**src/wepsc_pkg.sv**
```systemverilog
`default_nettype none
package wepsc_pkg;

    // ************************************************************
    // Clock and timing
    // ************************************************************
    localparam int CLK_HZ      = 10_000_000;
    localparam int BTN_SHORT_S = 4;
    localparam int BTN_LONG_S  = 6;
    localparam int BLINK_MS    = 500;
    localparam int BTN_SHORT_CYC = BTN_SHORT_S * CLK_HZ;
    localparam int BTN_LONG_CYC  = BTN_LONG_S * CLK_HZ;
    localparam int BLINK_CYC     = BLINK_MS * (CLK_HZ / 1000);
    localparam int BTN_CNT_W     = 26;
    localparam int BLINK_CNT_W   = 23;

    // ************************************************************
    // Wake sources, one bit each in status, mask and enable
    // ************************************************************
    localparam int NSRC       = 8;
    localparam int SRC_BTN    = 0;
    localparam int SRC_RTC    = 1;
    localparam int SRC_LAN    = 2;
    localparam int SRC_PME    = 3;
    localparam int SRC_PCIE   = 4;
    localparam int SRC_USB    = 5;
    localparam int SRC_SERIAL = 6;
    localparam int SRC_PS2    = 7;
    localparam int NFAN       = 3;

    // ************************************************************
    // Register map, byte addresses
    // ************************************************************
    localparam int ADR_W = 8;
    localparam logic [7:0] ADR_CMD   = 8'h00;
    localparam logic [7:0] ADR_CFG   = 8'h04;
    localparam logic [7:0] ADR_STAT  = 8'h08;
    localparam logic [7:0] ADR_WSTAT = 8'h0c;
    localparam logic [7:0] ADR_WMASK = 8'h10;
    localparam logic [7:0] ADR_WEN   = 8'h14;

    // Command field codes; code 2'h0 does nothing, S1 has no code.
    localparam logic [1:0] CMD_S3 = 2'h1;
    localparam logic [1:0] CMD_S4 = 2'h2;
    localparam logic [1:0] CMD_S5 = 2'h3;

    // Configuration fields.
    localparam int CFG_W         = 3;
    localparam int CFG_BTN_SLEEP = 2;
    localparam logic [1:0] LED_OFF   = 2'h0;
    localparam logic [1:0] LED_ON    = 2'h1;
    localparam logic [1:0] LED_BLINK = 2'h2;
    localparam logic [2:0] CFG_RST   = 3'h0;
    localparam logic [7:0] WEN_RST   = 8'hff;
    localparam logic [7:0] WMASK_RST = 8'h00;

    // AC-return policy codes on the policy pins.
    localparam logic [1:0] POL_OFF = 2'h0;
    localparam logic [1:0] POL_ON  = 2'h1;

    // Power states, Gray coded along S5 -> S0 -> S3 -> S4.
    typedef enum logic [1:0] {
        ST_S5 = 2'b00,
        ST_S0 = 2'b01,
        ST_S3 = 2'b11,
        ST_S4 = 2'b10
    } wepsc_state_t;

endpackage
`default_nettype wire

```
**src/wepsc_sync.sv**
```systemverilog
`timescale 1ns/1ps
`default_nettype none
module wepsc_sync #(
    parameter int W = 8
) (
    input  wire logic         clk_sys_i,
    input  wire logic         rstn_i,
    input  wire logic [W-1:0] d_i,
    output logic      [W-1:0] q_o
);

    // ************************************************************
    // Two-stage synchronisers, one per bit
    // ************************************************************
    logic [W-1:0] meta_r;

    genvar g;
    generate
        for (g = 0; g < W; g++) begin : g_bit
            // The first stage feeds only the second stage.
            always_ff @(posedge clk_sys_i or negedge rstn_i) begin
                if (!rstn_i) begin
                    meta_r[g] <= 1'b0;
                    q_o[g]    <= 1'b0;
                end else begin
                    meta_r[g] <= d_i[g];
                    q_o[g]    <= meta_r[g];
                end
            end
        end
    endgenerate

endmodule
`default_nettype wire

```
**src/wepsc_btn_timer.sv**
```systemverilog
`timescale 1ns/1ps
`default_nettype none
module wepsc_btn_timer
    import wepsc_pkg::*;
#(
    parameter int SHORT_CYC = BTN_SHORT_CYC,
    parameter int LONG_CYC  = BTN_LONG_CYC
) (
    input  wire logic clk_sys_i,
    input  wire logic rstn_i,
    input  wire logic pressed_i,
    output logic      short_o,
    output logic      long_o
);

    // ************************************************************
    // Press duration counter
    // ************************************************************
    logic [BTN_CNT_W-1:0] cnt_r;
    logic [BTN_CNT_W-1:0] cnt_nxt;
    logic                 prev_r;
    logic                 short_nxt;
    logic                 long_nxt;

    // The counter saturates so a stuck button never wraps into a
    // false short press; holds between the two limits do nothing.
    always_comb begin
        cnt_nxt   = cnt_r;
        short_nxt = 1'b0;
        long_nxt  = 1'b0;
        if (pressed_i) begin
            if (cnt_r != BTN_CNT_W'(LONG_CYC)) begin
                cnt_nxt = cnt_r + 1'b1;
            end
            if (cnt_r == BTN_CNT_W'(LONG_CYC - 1)) begin
                long_nxt = 1'b1;
            end
        end else begin
            cnt_nxt = '0;
            if (prev_r && cnt_r < BTN_CNT_W'(SHORT_CYC)) begin
                short_nxt = 1'b1;
            end
        end
    end

    always_ff @(posedge clk_sys_i or negedge rstn_i) begin
        if (!rstn_i) begin
            cnt_r   <= '0;
            prev_r  <= 1'b0;
            short_o <= 1'b0;
            long_o  <= 1'b0;
        end else begin
            cnt_r   <= cnt_nxt;
            prev_r  <= pressed_i;
            short_o <= short_nxt;
            long_o  <= long_nxt;
        end
    end

endmodule
`default_nettype wire

```
**src/wepsc_ctrl.sv**
```systemverilog
// Implementation choices: the Wishbone interface to the registers and the register addresses.
`timescale 1ns/1ps
`default_nettype none
module wepsc_ctrl
    import wepsc_pkg::*;
#(
    parameter int SHORT_CYCLES = BTN_SHORT_CYC,
    parameter int LONG_CYCLES  = BTN_LONG_CYC,
    parameter int BLINK_CYCLES = BLINK_CYC
) (
    input  wire logic             clk_sys_i,
    input  wire logic             rstn_i,
    input  wire logic             wb_cyc_i,
    input  wire logic             wb_stb_i,
    input  wire logic             wb_we_i,
    input  wire logic [ADR_W-1:0] wb_adr_i,
    input  wire logic [3:0]       wb_sel_i,
    input  wire logic [31:0]      wb_dat_i,
    output logic      [31:0]      wb_dat_o,
    output logic                  wb_ack_o,
    input  wire logic             pwr_btn_n_i,
    input  wire logic             rtc_alarm_i,
    input  wire logic             lan_wake_i,
    input  wire logic             pci_pme_n_i,
    input  wire logic             pcie_wake_n_i,
    input  wire logic             usb_act_i,
    input  wire logic             serial_act_i,
    input  wire logic             ps2_act_i,
    input  wire logic             ps2_hotkey_i,
    input  wire logic [1:0]       ac_policy_i,
    input  wire logic             last_on_i,
    output logic                  psu_on_o,
    output logic      [NFAN-1:0]  fan_en_o,
    output logic                  usb_pwr_o,
    output logic                  pwr_led_o,
    output logic                  last_on_o,
    output logic                  irq_o
);

    // ************************************************************
    // Decoding helpers
    // ************************************************************

    // Byte-enable expansion for partial writes.
    function automatic logic [31:0] sel_mask(input logic [3:0] sel);
        logic [31:0] m;
        m = '0;
        for (int b = 0; b < 4; b++) begin
            m[b*8 +: 8] = {8{sel[b]}};
        end
        return m;
    endfunction

    // Wake sources that each power state listens to.
    function automatic logic [NSRC-1:0] src_allowed(input wepsc_state_t s);
        logic [NSRC-1:0] a;
        a = '0;
        case (s)
            ST_S3: begin
                a = '1;
            end
            ST_S4, ST_S5: begin
                a = '1;
                a[SRC_USB]    = 1'b0;
                a[SRC_SERIAL] = 1'b0;
            end
            default: begin
                a = '0;
            end
        endcase
        return a;
    endfunction

    // ************************************************************
    // Input synchronisation and press timing
    // ************************************************************
    logic [NSRC:0] raw_in;
    logic [NSRC:0] sync_in;
    logic [NSRC:0] prev_r;
    logic          btn_short;
    logic          btn_long;

    // Active-low pins are inverted ahead of the synchroniser.
    assign raw_in = {ps2_hotkey_i, ps2_act_i, serial_act_i, usb_act_i,
                     ~pcie_wake_n_i, ~pci_pme_n_i, lan_wake_i,
                     rtc_alarm_i, ~pwr_btn_n_i};

    wepsc_sync #(
        .W (NSRC + 1)
    ) u_sync (
        .clk_sys_i (clk_sys_i),
        .rstn_i    (rstn_i),
        .d_i       (raw_in),
        .q_o       (sync_in)
    );

    wepsc_btn_timer #(
        .SHORT_CYC (SHORT_CYCLES),
        .LONG_CYC  (LONG_CYCLES)
    ) u_btn (
        .clk_sys_i (clk_sys_i),
        .rstn_i    (rstn_i),
        .pressed_i (sync_in[SRC_BTN]),
        .short_o   (btn_short),
        .long_o    (btn_long)
    );

    // ************************************************************
    // Wake event qualification
    // ************************************************************
    wepsc_state_t    state_r;
    wepsc_state_t    state_nxt;
    logic [NSRC-1:0] edge_ev;
    logic [NSRC-1:0] wake_ev;
    logic            ps2_ok;

    // Sources wake on the rising edge of their active level; the
    // button instead wakes on a completed short press.
    always_comb begin
        edge_ev          = sync_in[NSRC-1:0] & ~prev_r[NSRC-1:0];
        edge_ev[SRC_BTN] = btn_short;
        ps2_ok = (state_r == ST_S3) || sync_in[NSRC];
        edge_ev[SRC_PS2] = edge_ev[SRC_PS2] & ps2_ok;
        wake_ev = edge_ev & src_allowed(state_r);
    end

    // ************************************************************
    // Wishbone register file
    // ************************************************************
    logic                 ack_r;
    logic                 ack_nxt;
    logic [31:0]          dat_r;
    logic [31:0]          dat_nxt;
    logic [CFG_W-1:0]     cfg_r;
    logic [CFG_W-1:0]     cfg_nxt;
    logic [NSRC-1:0]      wstat_r;
    logic [NSRC-1:0]      wstat_nxt;
    logic [NSRC-1:0]      wmask_r;
    logic [NSRC-1:0]      wmask_nxt;
    logic [NSRC-1:0]      wen_r;
    logic [NSRC-1:0]      wen_nxt;
    logic [1:0]           cmd_nxt;
    logic                 irq_nxt;
    logic                 acc;
    logic [31:0]          wm;
    logic [31:0]          wv;

    // One access per ack; ack drops in the cycle after it is given,
    // so a request made while ack is low answers on the first edge after it; one made in the ack cycle waits one more edge.
    always_comb begin
        acc       = wb_cyc_i && wb_stb_i && !ack_r;
        ack_nxt   = acc;
        dat_nxt   = '0;
        cfg_nxt   = cfg_r;
        wmask_nxt = wmask_r;
        wen_nxt   = wen_r;
        cmd_nxt   = 2'h0;
        wm        = sel_mask(wb_sel_i);
        wv        = wb_dat_i & wm;
        wstat_nxt = wstat_r;
        if (acc && wb_we_i) begin
            case (wb_adr_i)
                ADR_CMD:   cmd_nxt   = wv[1:0];
                ADR_CFG:   cfg_nxt   = (cfg_r & ~wm[CFG_W-1:0])
                                       | wv[CFG_W-1:0];
                ADR_WSTAT: wstat_nxt = wstat_r & ~wv[NSRC-1:0];
                ADR_WMASK: wmask_nxt = (wmask_r & ~wm[NSRC-1:0])
                                       | wv[NSRC-1:0];
                ADR_WEN:   wen_nxt   = (wen_r & ~wm[NSRC-1:0])
                                       | wv[NSRC-1:0];
                default:   cmd_nxt   = 2'h0;
            endcase
        end else if (acc) begin
            case (wb_adr_i)
                ADR_CFG:   dat_nxt[CFG_W-1:0] = cfg_r;
                ADR_STAT:  dat_nxt[1:0]       = state_r;
                ADR_WSTAT: dat_nxt[NSRC-1:0]  = wstat_r;
                ADR_WMASK: dat_nxt[NSRC-1:0]  = wmask_r;
                ADR_WEN:   dat_nxt[NSRC-1:0]  = wen_r;
                default:   dat_nxt            = '0;
            endcase
        end
        // A new event outranks a write-one-to-clear in the same cycle.
        wstat_nxt = wstat_nxt | wake_ev;
        irq_nxt   = |(wstat_nxt & wmask_nxt);
    end

    always_ff @(posedge clk_sys_i or negedge rstn_i) begin
        if (!rstn_i) begin
            ack_r   <= 1'b0;
            dat_r   <= '0;
            cfg_r   <= CFG_RST;
            wstat_r <= '0;
            wmask_r <= WMASK_RST;
            wen_r   <= WEN_RST;
            irq_o   <= 1'b0;
            prev_r  <= '0;
        end else begin
            ack_r   <= ack_nxt;
            dat_r   <= dat_nxt;
            cfg_r   <= cfg_nxt;
            wstat_r <= wstat_nxt;
            wmask_r <= wmask_nxt;
            wen_r   <= wen_nxt;
            irq_o   <= irq_nxt;
            prev_r  <= sync_in;
        end
    end

    assign wb_ack_o = ack_r;
    assign wb_dat_o = dat_r;

    // ************************************************************
    // Power state machine
    // ************************************************************
    logic boot_r;
    logic boot_nxt;
    logic wake_go;

    // The first cycle after reset settles the state from the stored
    // policy; the pins are read here and never under the reset.
    always_comb begin
        state_nxt = state_r;
        boot_nxt  = 1'b0;
        wake_go   = |(wake_ev & wen_r);
        if (boot_r) begin
            case (ac_policy_i)
                POL_OFF: state_nxt = ST_S5;
                POL_ON:  state_nxt = ST_S0;
                default: state_nxt = last_on_i ? ST_S0 : ST_S5;
            endcase
        end else begin
            case (state_r)
                ST_S0: begin
                    if (btn_long) begin
                        state_nxt = ST_S5;
                    end else if (btn_short) begin
                        state_nxt = cfg_r[CFG_BTN_SLEEP] ? ST_S3 : ST_S5;
                    end else begin
                        case (cmd_nxt)
                            CMD_S3:  state_nxt = ST_S3;
                            CMD_S4:  state_nxt = ST_S4;
                            CMD_S5:  state_nxt = ST_S5;
                            default: state_nxt = ST_S0;
                        endcase
                    end
                end
                ST_S3, ST_S4: begin
                    if (btn_long) begin
                        state_nxt = ST_S5;
                    end else if (wake_go) begin
                        state_nxt = ST_S0;
                    end
                end
                ST_S5: begin
                    if (wake_go) begin
                        state_nxt = ST_S0;
                    end
                end
                default: state_nxt = ST_S5;
            endcase
        end
    end

    always_ff @(posedge clk_sys_i or negedge rstn_i) begin
        if (!rstn_i) begin
            state_r <= ST_S5;
            boot_r  <= 1'b1;
        end else begin
            state_r <= state_nxt;
            boot_r  <= boot_nxt;
        end
    end

    // ************************************************************
    // Rail, fan, USB and indicator outputs
    // ************************************************************
    logic [BLINK_CNT_W-1:0] blink_cnt_r;
    logic [BLINK_CNT_W-1:0] blink_cnt_nxt;
    logic                   blink_r;
    logic                   blink_nxt;
    logic                   psu_nxt;
    logic [NFAN-1:0]        fan_nxt;
    logic                   usb_nxt;
    logic                   led_nxt;
    logic                   on_now;

    // Outputs follow the next state so they move with the state
    // register rather than one cycle behind it.
    always_comb begin
        blink_cnt_nxt = blink_cnt_r + 1'b1;
        blink_nxt     = blink_r;
        if (blink_cnt_r == BLINK_CNT_W'(BLINK_CYCLES - 1)) begin
            blink_cnt_nxt = '0;
            blink_nxt     = ~blink_r;
        end
        on_now  = (state_nxt == ST_S0);
        psu_nxt = on_now;
        fan_nxt = {NFAN{on_now}};
        usb_nxt = on_now || (state_nxt == ST_S3);
        led_nxt = on_now;
        if (state_nxt == ST_S3) begin
            case (cfg_r[1:0])
                LED_ON:    led_nxt = 1'b1;
                LED_BLINK: led_nxt = blink_r;
                LED_OFF:   led_nxt = 1'b0;
                default:   led_nxt = 1'b0;
            endcase
        end
    end

    // During the settle cycle everything stays off.
    always_ff @(posedge clk_sys_i or negedge rstn_i) begin
        if (!rstn_i) begin
            blink_cnt_r <= '0;
            blink_r     <= 1'b0;
            psu_on_o    <= 1'b0;
            fan_en_o    <= '0;
            usb_pwr_o   <= 1'b0;
            pwr_led_o   <= 1'b0;
            last_on_o   <= 1'b0;
        end else begin
            blink_cnt_r <= blink_cnt_nxt;
            blink_r     <= blink_nxt;
            psu_on_o    <= psu_nxt;
            fan_en_o    <= fan_nxt;
            usb_pwr_o   <= usb_nxt;
            pwr_led_o   <= led_nxt;
            last_on_o   <= on_now;
        end
    end

endmodule
`default_nettype wire

```
**config.mk**
```make
export PLATFORM = sky130hd
export DESIGN_NAME = wepsc_ctrl
export DESIGN_NICKNAME = d
export VERILOG_FILES = /design/src/wepsc_pkg.sv /design/src/wepsc_sync.sv /design/src/wepsc_btn_timer.sv /design/src/wepsc_ctrl.sv
export SDC_FILE = /design/constraint.sdc
export NUM_CORES = 1
export LEC_CHECK = 0
export BUFFER_PORTS_ARGS = -buffer_cell sky130_fd_sc_hd__buf_2
export CELL_PAD_IN_SITES_DETAIL_PLACEMENT = 1
export CELL_PAD_IN_SITES_GLOBAL_PLACEMENT = 2
export CORE_MARGIN = 10
export CORE_UTILIZATION = 36
export CTS_CLUSTER_SIZE = 28
export DETAILED_ROUTE_END_ITERATION = 10
export HOLD_SLACK_MARGIN = 0.02
export PLACE_DENSITY_LB_ADDON = 0.1
export SKIP_CTS_REPAIR_TIMING = 1
export SLEW_MARGIN = 25
export SYNTH_ARGS = -nofsm -noshare
export SYNTH_HDL_FRONTEND = slang
export SYNTH_HIERARCHICAL = 1
export SYNTH_SLANG_ARGS = --single-unit
```
**constraint.sdc**
```tcl
create_clock -name clk_sys_i -period 2.87 [get_ports clk_sys_i]
set_clock_uncertainty 0.2 [all_clocks]
set_input_delay 0.574 -clock clk_sys_i [delete_from_list [all_inputs] [get_ports clk_sys_i]]
set_output_delay 0.574 -clock clk_sys_i [all_outputs]
set_load 0.02 [all_outputs]
```
==> flow_summary.ini <==
[status]
status = complete, no violations

[logic_synthesis]
yosys_register_bits = 120
synth_cell_type_count = 66
async_reset_ff_share_pct = 100
synthCells = 512
ys_warn_count = 6
synth_ff_type = dfrtp_1
synth_area_um2 = 5630
synth_area_per_cell_um2 = 11.0
synth_edf_count = 0
seq_area_frac_synth_pct = 53.6

[pwr]
combPwrFrac_pct = 5.6
p_seq_share_pct = 43.1
p_clk_share_pct = 51.3
p_leak_nw = 3.11
switching_share_pct = 26.0
internal_power_mw = 3.03
power.switching_mw = 1.07
power_density_nw_per_um2 = 602
power_mw = 4.10
vdd_ir_drop_max_uv = 422

[route]
wl_met1_mm = 6.71
drtAntennaViolNets = 0
drt-wirelength-per-cell_um = 17.8
firstDrtPassIters = 5
met2RoutedLength_mm = 6.99
vias = 4120
wl_met3_um = 563
highest_layer = met4
drc = 0
drt_iter0_markers = 152
routed_wl_mm = 14.5
routed_via_density = 5.07

[place]
port_buffers = 50
gp_congestion = 0.796
dp_hpwl_mm = 10.4

[grt]
grt_pass1_vias = 4620
gr-usage-all-layers_pct = 14.2
grt_antenna_before_repair = 0
gr-total-overflow = 0
grt_max_degree = 45
grt_pass1_wl_mm = 24.4

[clock_tree]
clkTransAtPathRegs_ps = 60
cts_tree = done
clk_latency_ps = 430
htreeDepth = 4
cts_made_buffers = 17
clock-sinks = 120
clk_path_buf_depth = 2
cts_root_buf = clkbuf_16

[final_layout]
area_growth_pct = 20.8
layout.nets = 657
drive_gt1_share_pct = 24.4
n_antenna_cell = 0

[sta]
finalCritPeriodShare_pct = 97.6
slew_headroom_pct = 57.3
fin_setup_tns_ps = 0
final-setup-viol-count = 0
finalHoldViolCount = 0
grt_setup_unrepaired = no
clock.fmax_mhz = 357
finalMaxSlewViolations = 0
min_period_ps = 2800
tightest_slew_ps = 635

[worst_hold_path]
min_path_cells = 1
min_to = u_sync/meta_r[5]
holdCritStartpoint = usb_act_i
hp-class = input port to flop

[worst_setup_path]
path_max_fanout = 8
critical_path.endpoint_type = flop
crit_chain = buf_2 > or4_4 > nor4_4 > and2_4 > buf_12 > mux2_4 > a22o_1 > or4b_1
reg2reg_setup_slack_ps = 290
crit_type = input port to flop
worstRegToRegCells = 10
worstReg2RegStart = wb_ack_o
cp_slowest_cell = or4_4
max_stage_delay_ps = 560
startpoint_type = input port
required_ps = 2970
r2r-end = last_on_o
crit_arrival_ps = 2910
crit_family = simple AND/OR/NAND/NOR gates
worst-path-buf-inv = 2

[flow_run]
cap_violations = 0

[floorplan]
dieArea_um2 = 21000
io-pin-count = 102
start_util_pct = 36.9
die_y_um = 145
die_w_um = 145
core_area_um2 = 15300
rows = 45
[final cells by class]
type	instances	area, µm²
flip-flops and latches	120	3010
clock inverters	15	154
fillers	1681	8460
inverters	21	78.8
well taps	211	264
multi-input cells	353	2380
clock buffers	17	425
repair buffers	76	488
[sequential cells by signal, summed over array words and instances (netlist names), named ones only]
name,cells
blink_r,1
last_on_o,1
u_sync/meta_r,9
prev_r,7
wb_dat_o,8
wstat_r,8
pwr_led_o,1
u_btn/long_o,1
boot_r,1
blink_cnt_r,23
wb_ack_o,1
u_btn/cnt_r,26
u_sync/q_o,9
u_btn/short_o,1
state_r,2
irq_o,1
u_btn/prev_r,1
wmask_r,8
[worst reg2reg max path, cell delays in order, from the launching register on]
cell      delay, ps
dfrtp_1         370
nand3b_4        160
nor2_1          260
nand2_1         140
nor4_4          210
and2_1          200
inv_1            50
ha_1            200
o311ai_1        290
o211ai_1        200
and2_1          190
[synthesized netlist by cell type, drive strengths merged (9+ instances only)]
cell type / number / share of area (%)
nor2: 38 / 2.5
o21ai: 12 / 1.1
a21oi: 21 / 1.9
dfstp: 9 / 4.2
dfrtp: 111 / 49
inv: 20 / 1.3
mux2: 16 / 3.2
nand3: 21 / 2.0
nand4: 15 / 1.8
buf: 34 / 4.5
nor3: 13 / 1.4
xor2: 22 / 3.4
nand2: 39 / 2.6
[logic make-up (layout without fill, tap and decap cells)]
family                     count (synthesis)  after routing  synth area share, %
AOI/OAI and AO/OA                         76             76                 9.52
xor gates and xnor gates                  30             30                 4.67
muxes                                     22             22                 4.27
buffers and inverters                     63            129                 6.45
DFF                                      120            120                 53.6
other                                      1             25               0.0666
and+or+nand+nor                          193            193                 19.9
adders and majority gates                  7              7                 1.56
[layout by cell type (no fill, tap or decap), drive strengths merged, types with 4 or more instances in the layout]
| cell | count |
|---|---|
| o21ai | 12 |
| clkbuf | 17 |
| nor2 | 38 |
| xor2 | 22 |
| a22oi | 5 |
| ha | 7 |
| nand2b | 5 |
| or4 | 7 |
| nor3 | 13 |
| clkinv | 4 |
| nor4b | 4 |
| and4 | 5 |
| and2 | 4 |
| nand2 | 39 |
| inv | 30 |
| nor2b | 4 |
| nor4 | 5 |
| conb | 25 |
| nand3 | 21 |
| xnor2 | 8 |
| dfstp | 9 |
| or3 | 8 |
| buf | 75 |
| a21oi | 21 |
| and3 | 7 |
| mux2 | 16 |
| a222oi | 5 |
| dfrtp | 111 |
| nand4 | 15 |
| o31ai | 7 |
| mux2i | 6 |
| a32oi | 4 |
| a21o | 5 |
[worst max path at each step]
stage | to | startpoint | slack (ps) | cells after the start
6_report | irq_o | wb_adr_i[0] | 70 | 8
3_5_place_dp | irq_o | wb_adr_i[0] | -410 | 8
3_3_place_gp | irq_o | wb_adr_i[0] | -380 | 8
2_1_floorplan | irq_o | wb_adr_i[0] | -350 | 7
4_1_cts | last_on_o | wb_adr_i[0] | 30 | 11
5_1_grt | irq_o | wb_adr_i[0] | 10 | 8
[layer usage]
layer  GRT usage, %  vias to the layer above
li1               -                     1939
met1           17.7                     2097
met2           22.7                       70
met3           3.94                       14
met4           5.92                        0
met5              0                        -
[stage by stage]
stage	hold WS, ps	instances	setup WS [ps]	instance area (µm²)	utilization, %
CTS	-26.2	812	27.3	6770	44.4
global route	25.4	813	14.0	6800	44.6
finish	47.0	813	68.0	6800	44.6
detailed placement	136	780	-410	6190	40.6
floorplan	78.4	536	-350	5740	-
global placement	131	780	-376	6190	40.6
[power groups by stage]
stage / clock (mW) / combinational [mW] / sequential [mW]
2_1_floorplan: 0 / 0.140 / 1.79
3_3_place_gp: 0 / 0.224 / 1.79
3_5_place_dp: 0 / 0.229 / 1.79
4_1_cts: 2.16 / 0.230 / 1.76
5_1_grt: 2.25 / 0.255 / 1.77
6_report: 2.10 / 0.228 / 1.76
(Power assumes the default switching activity.)
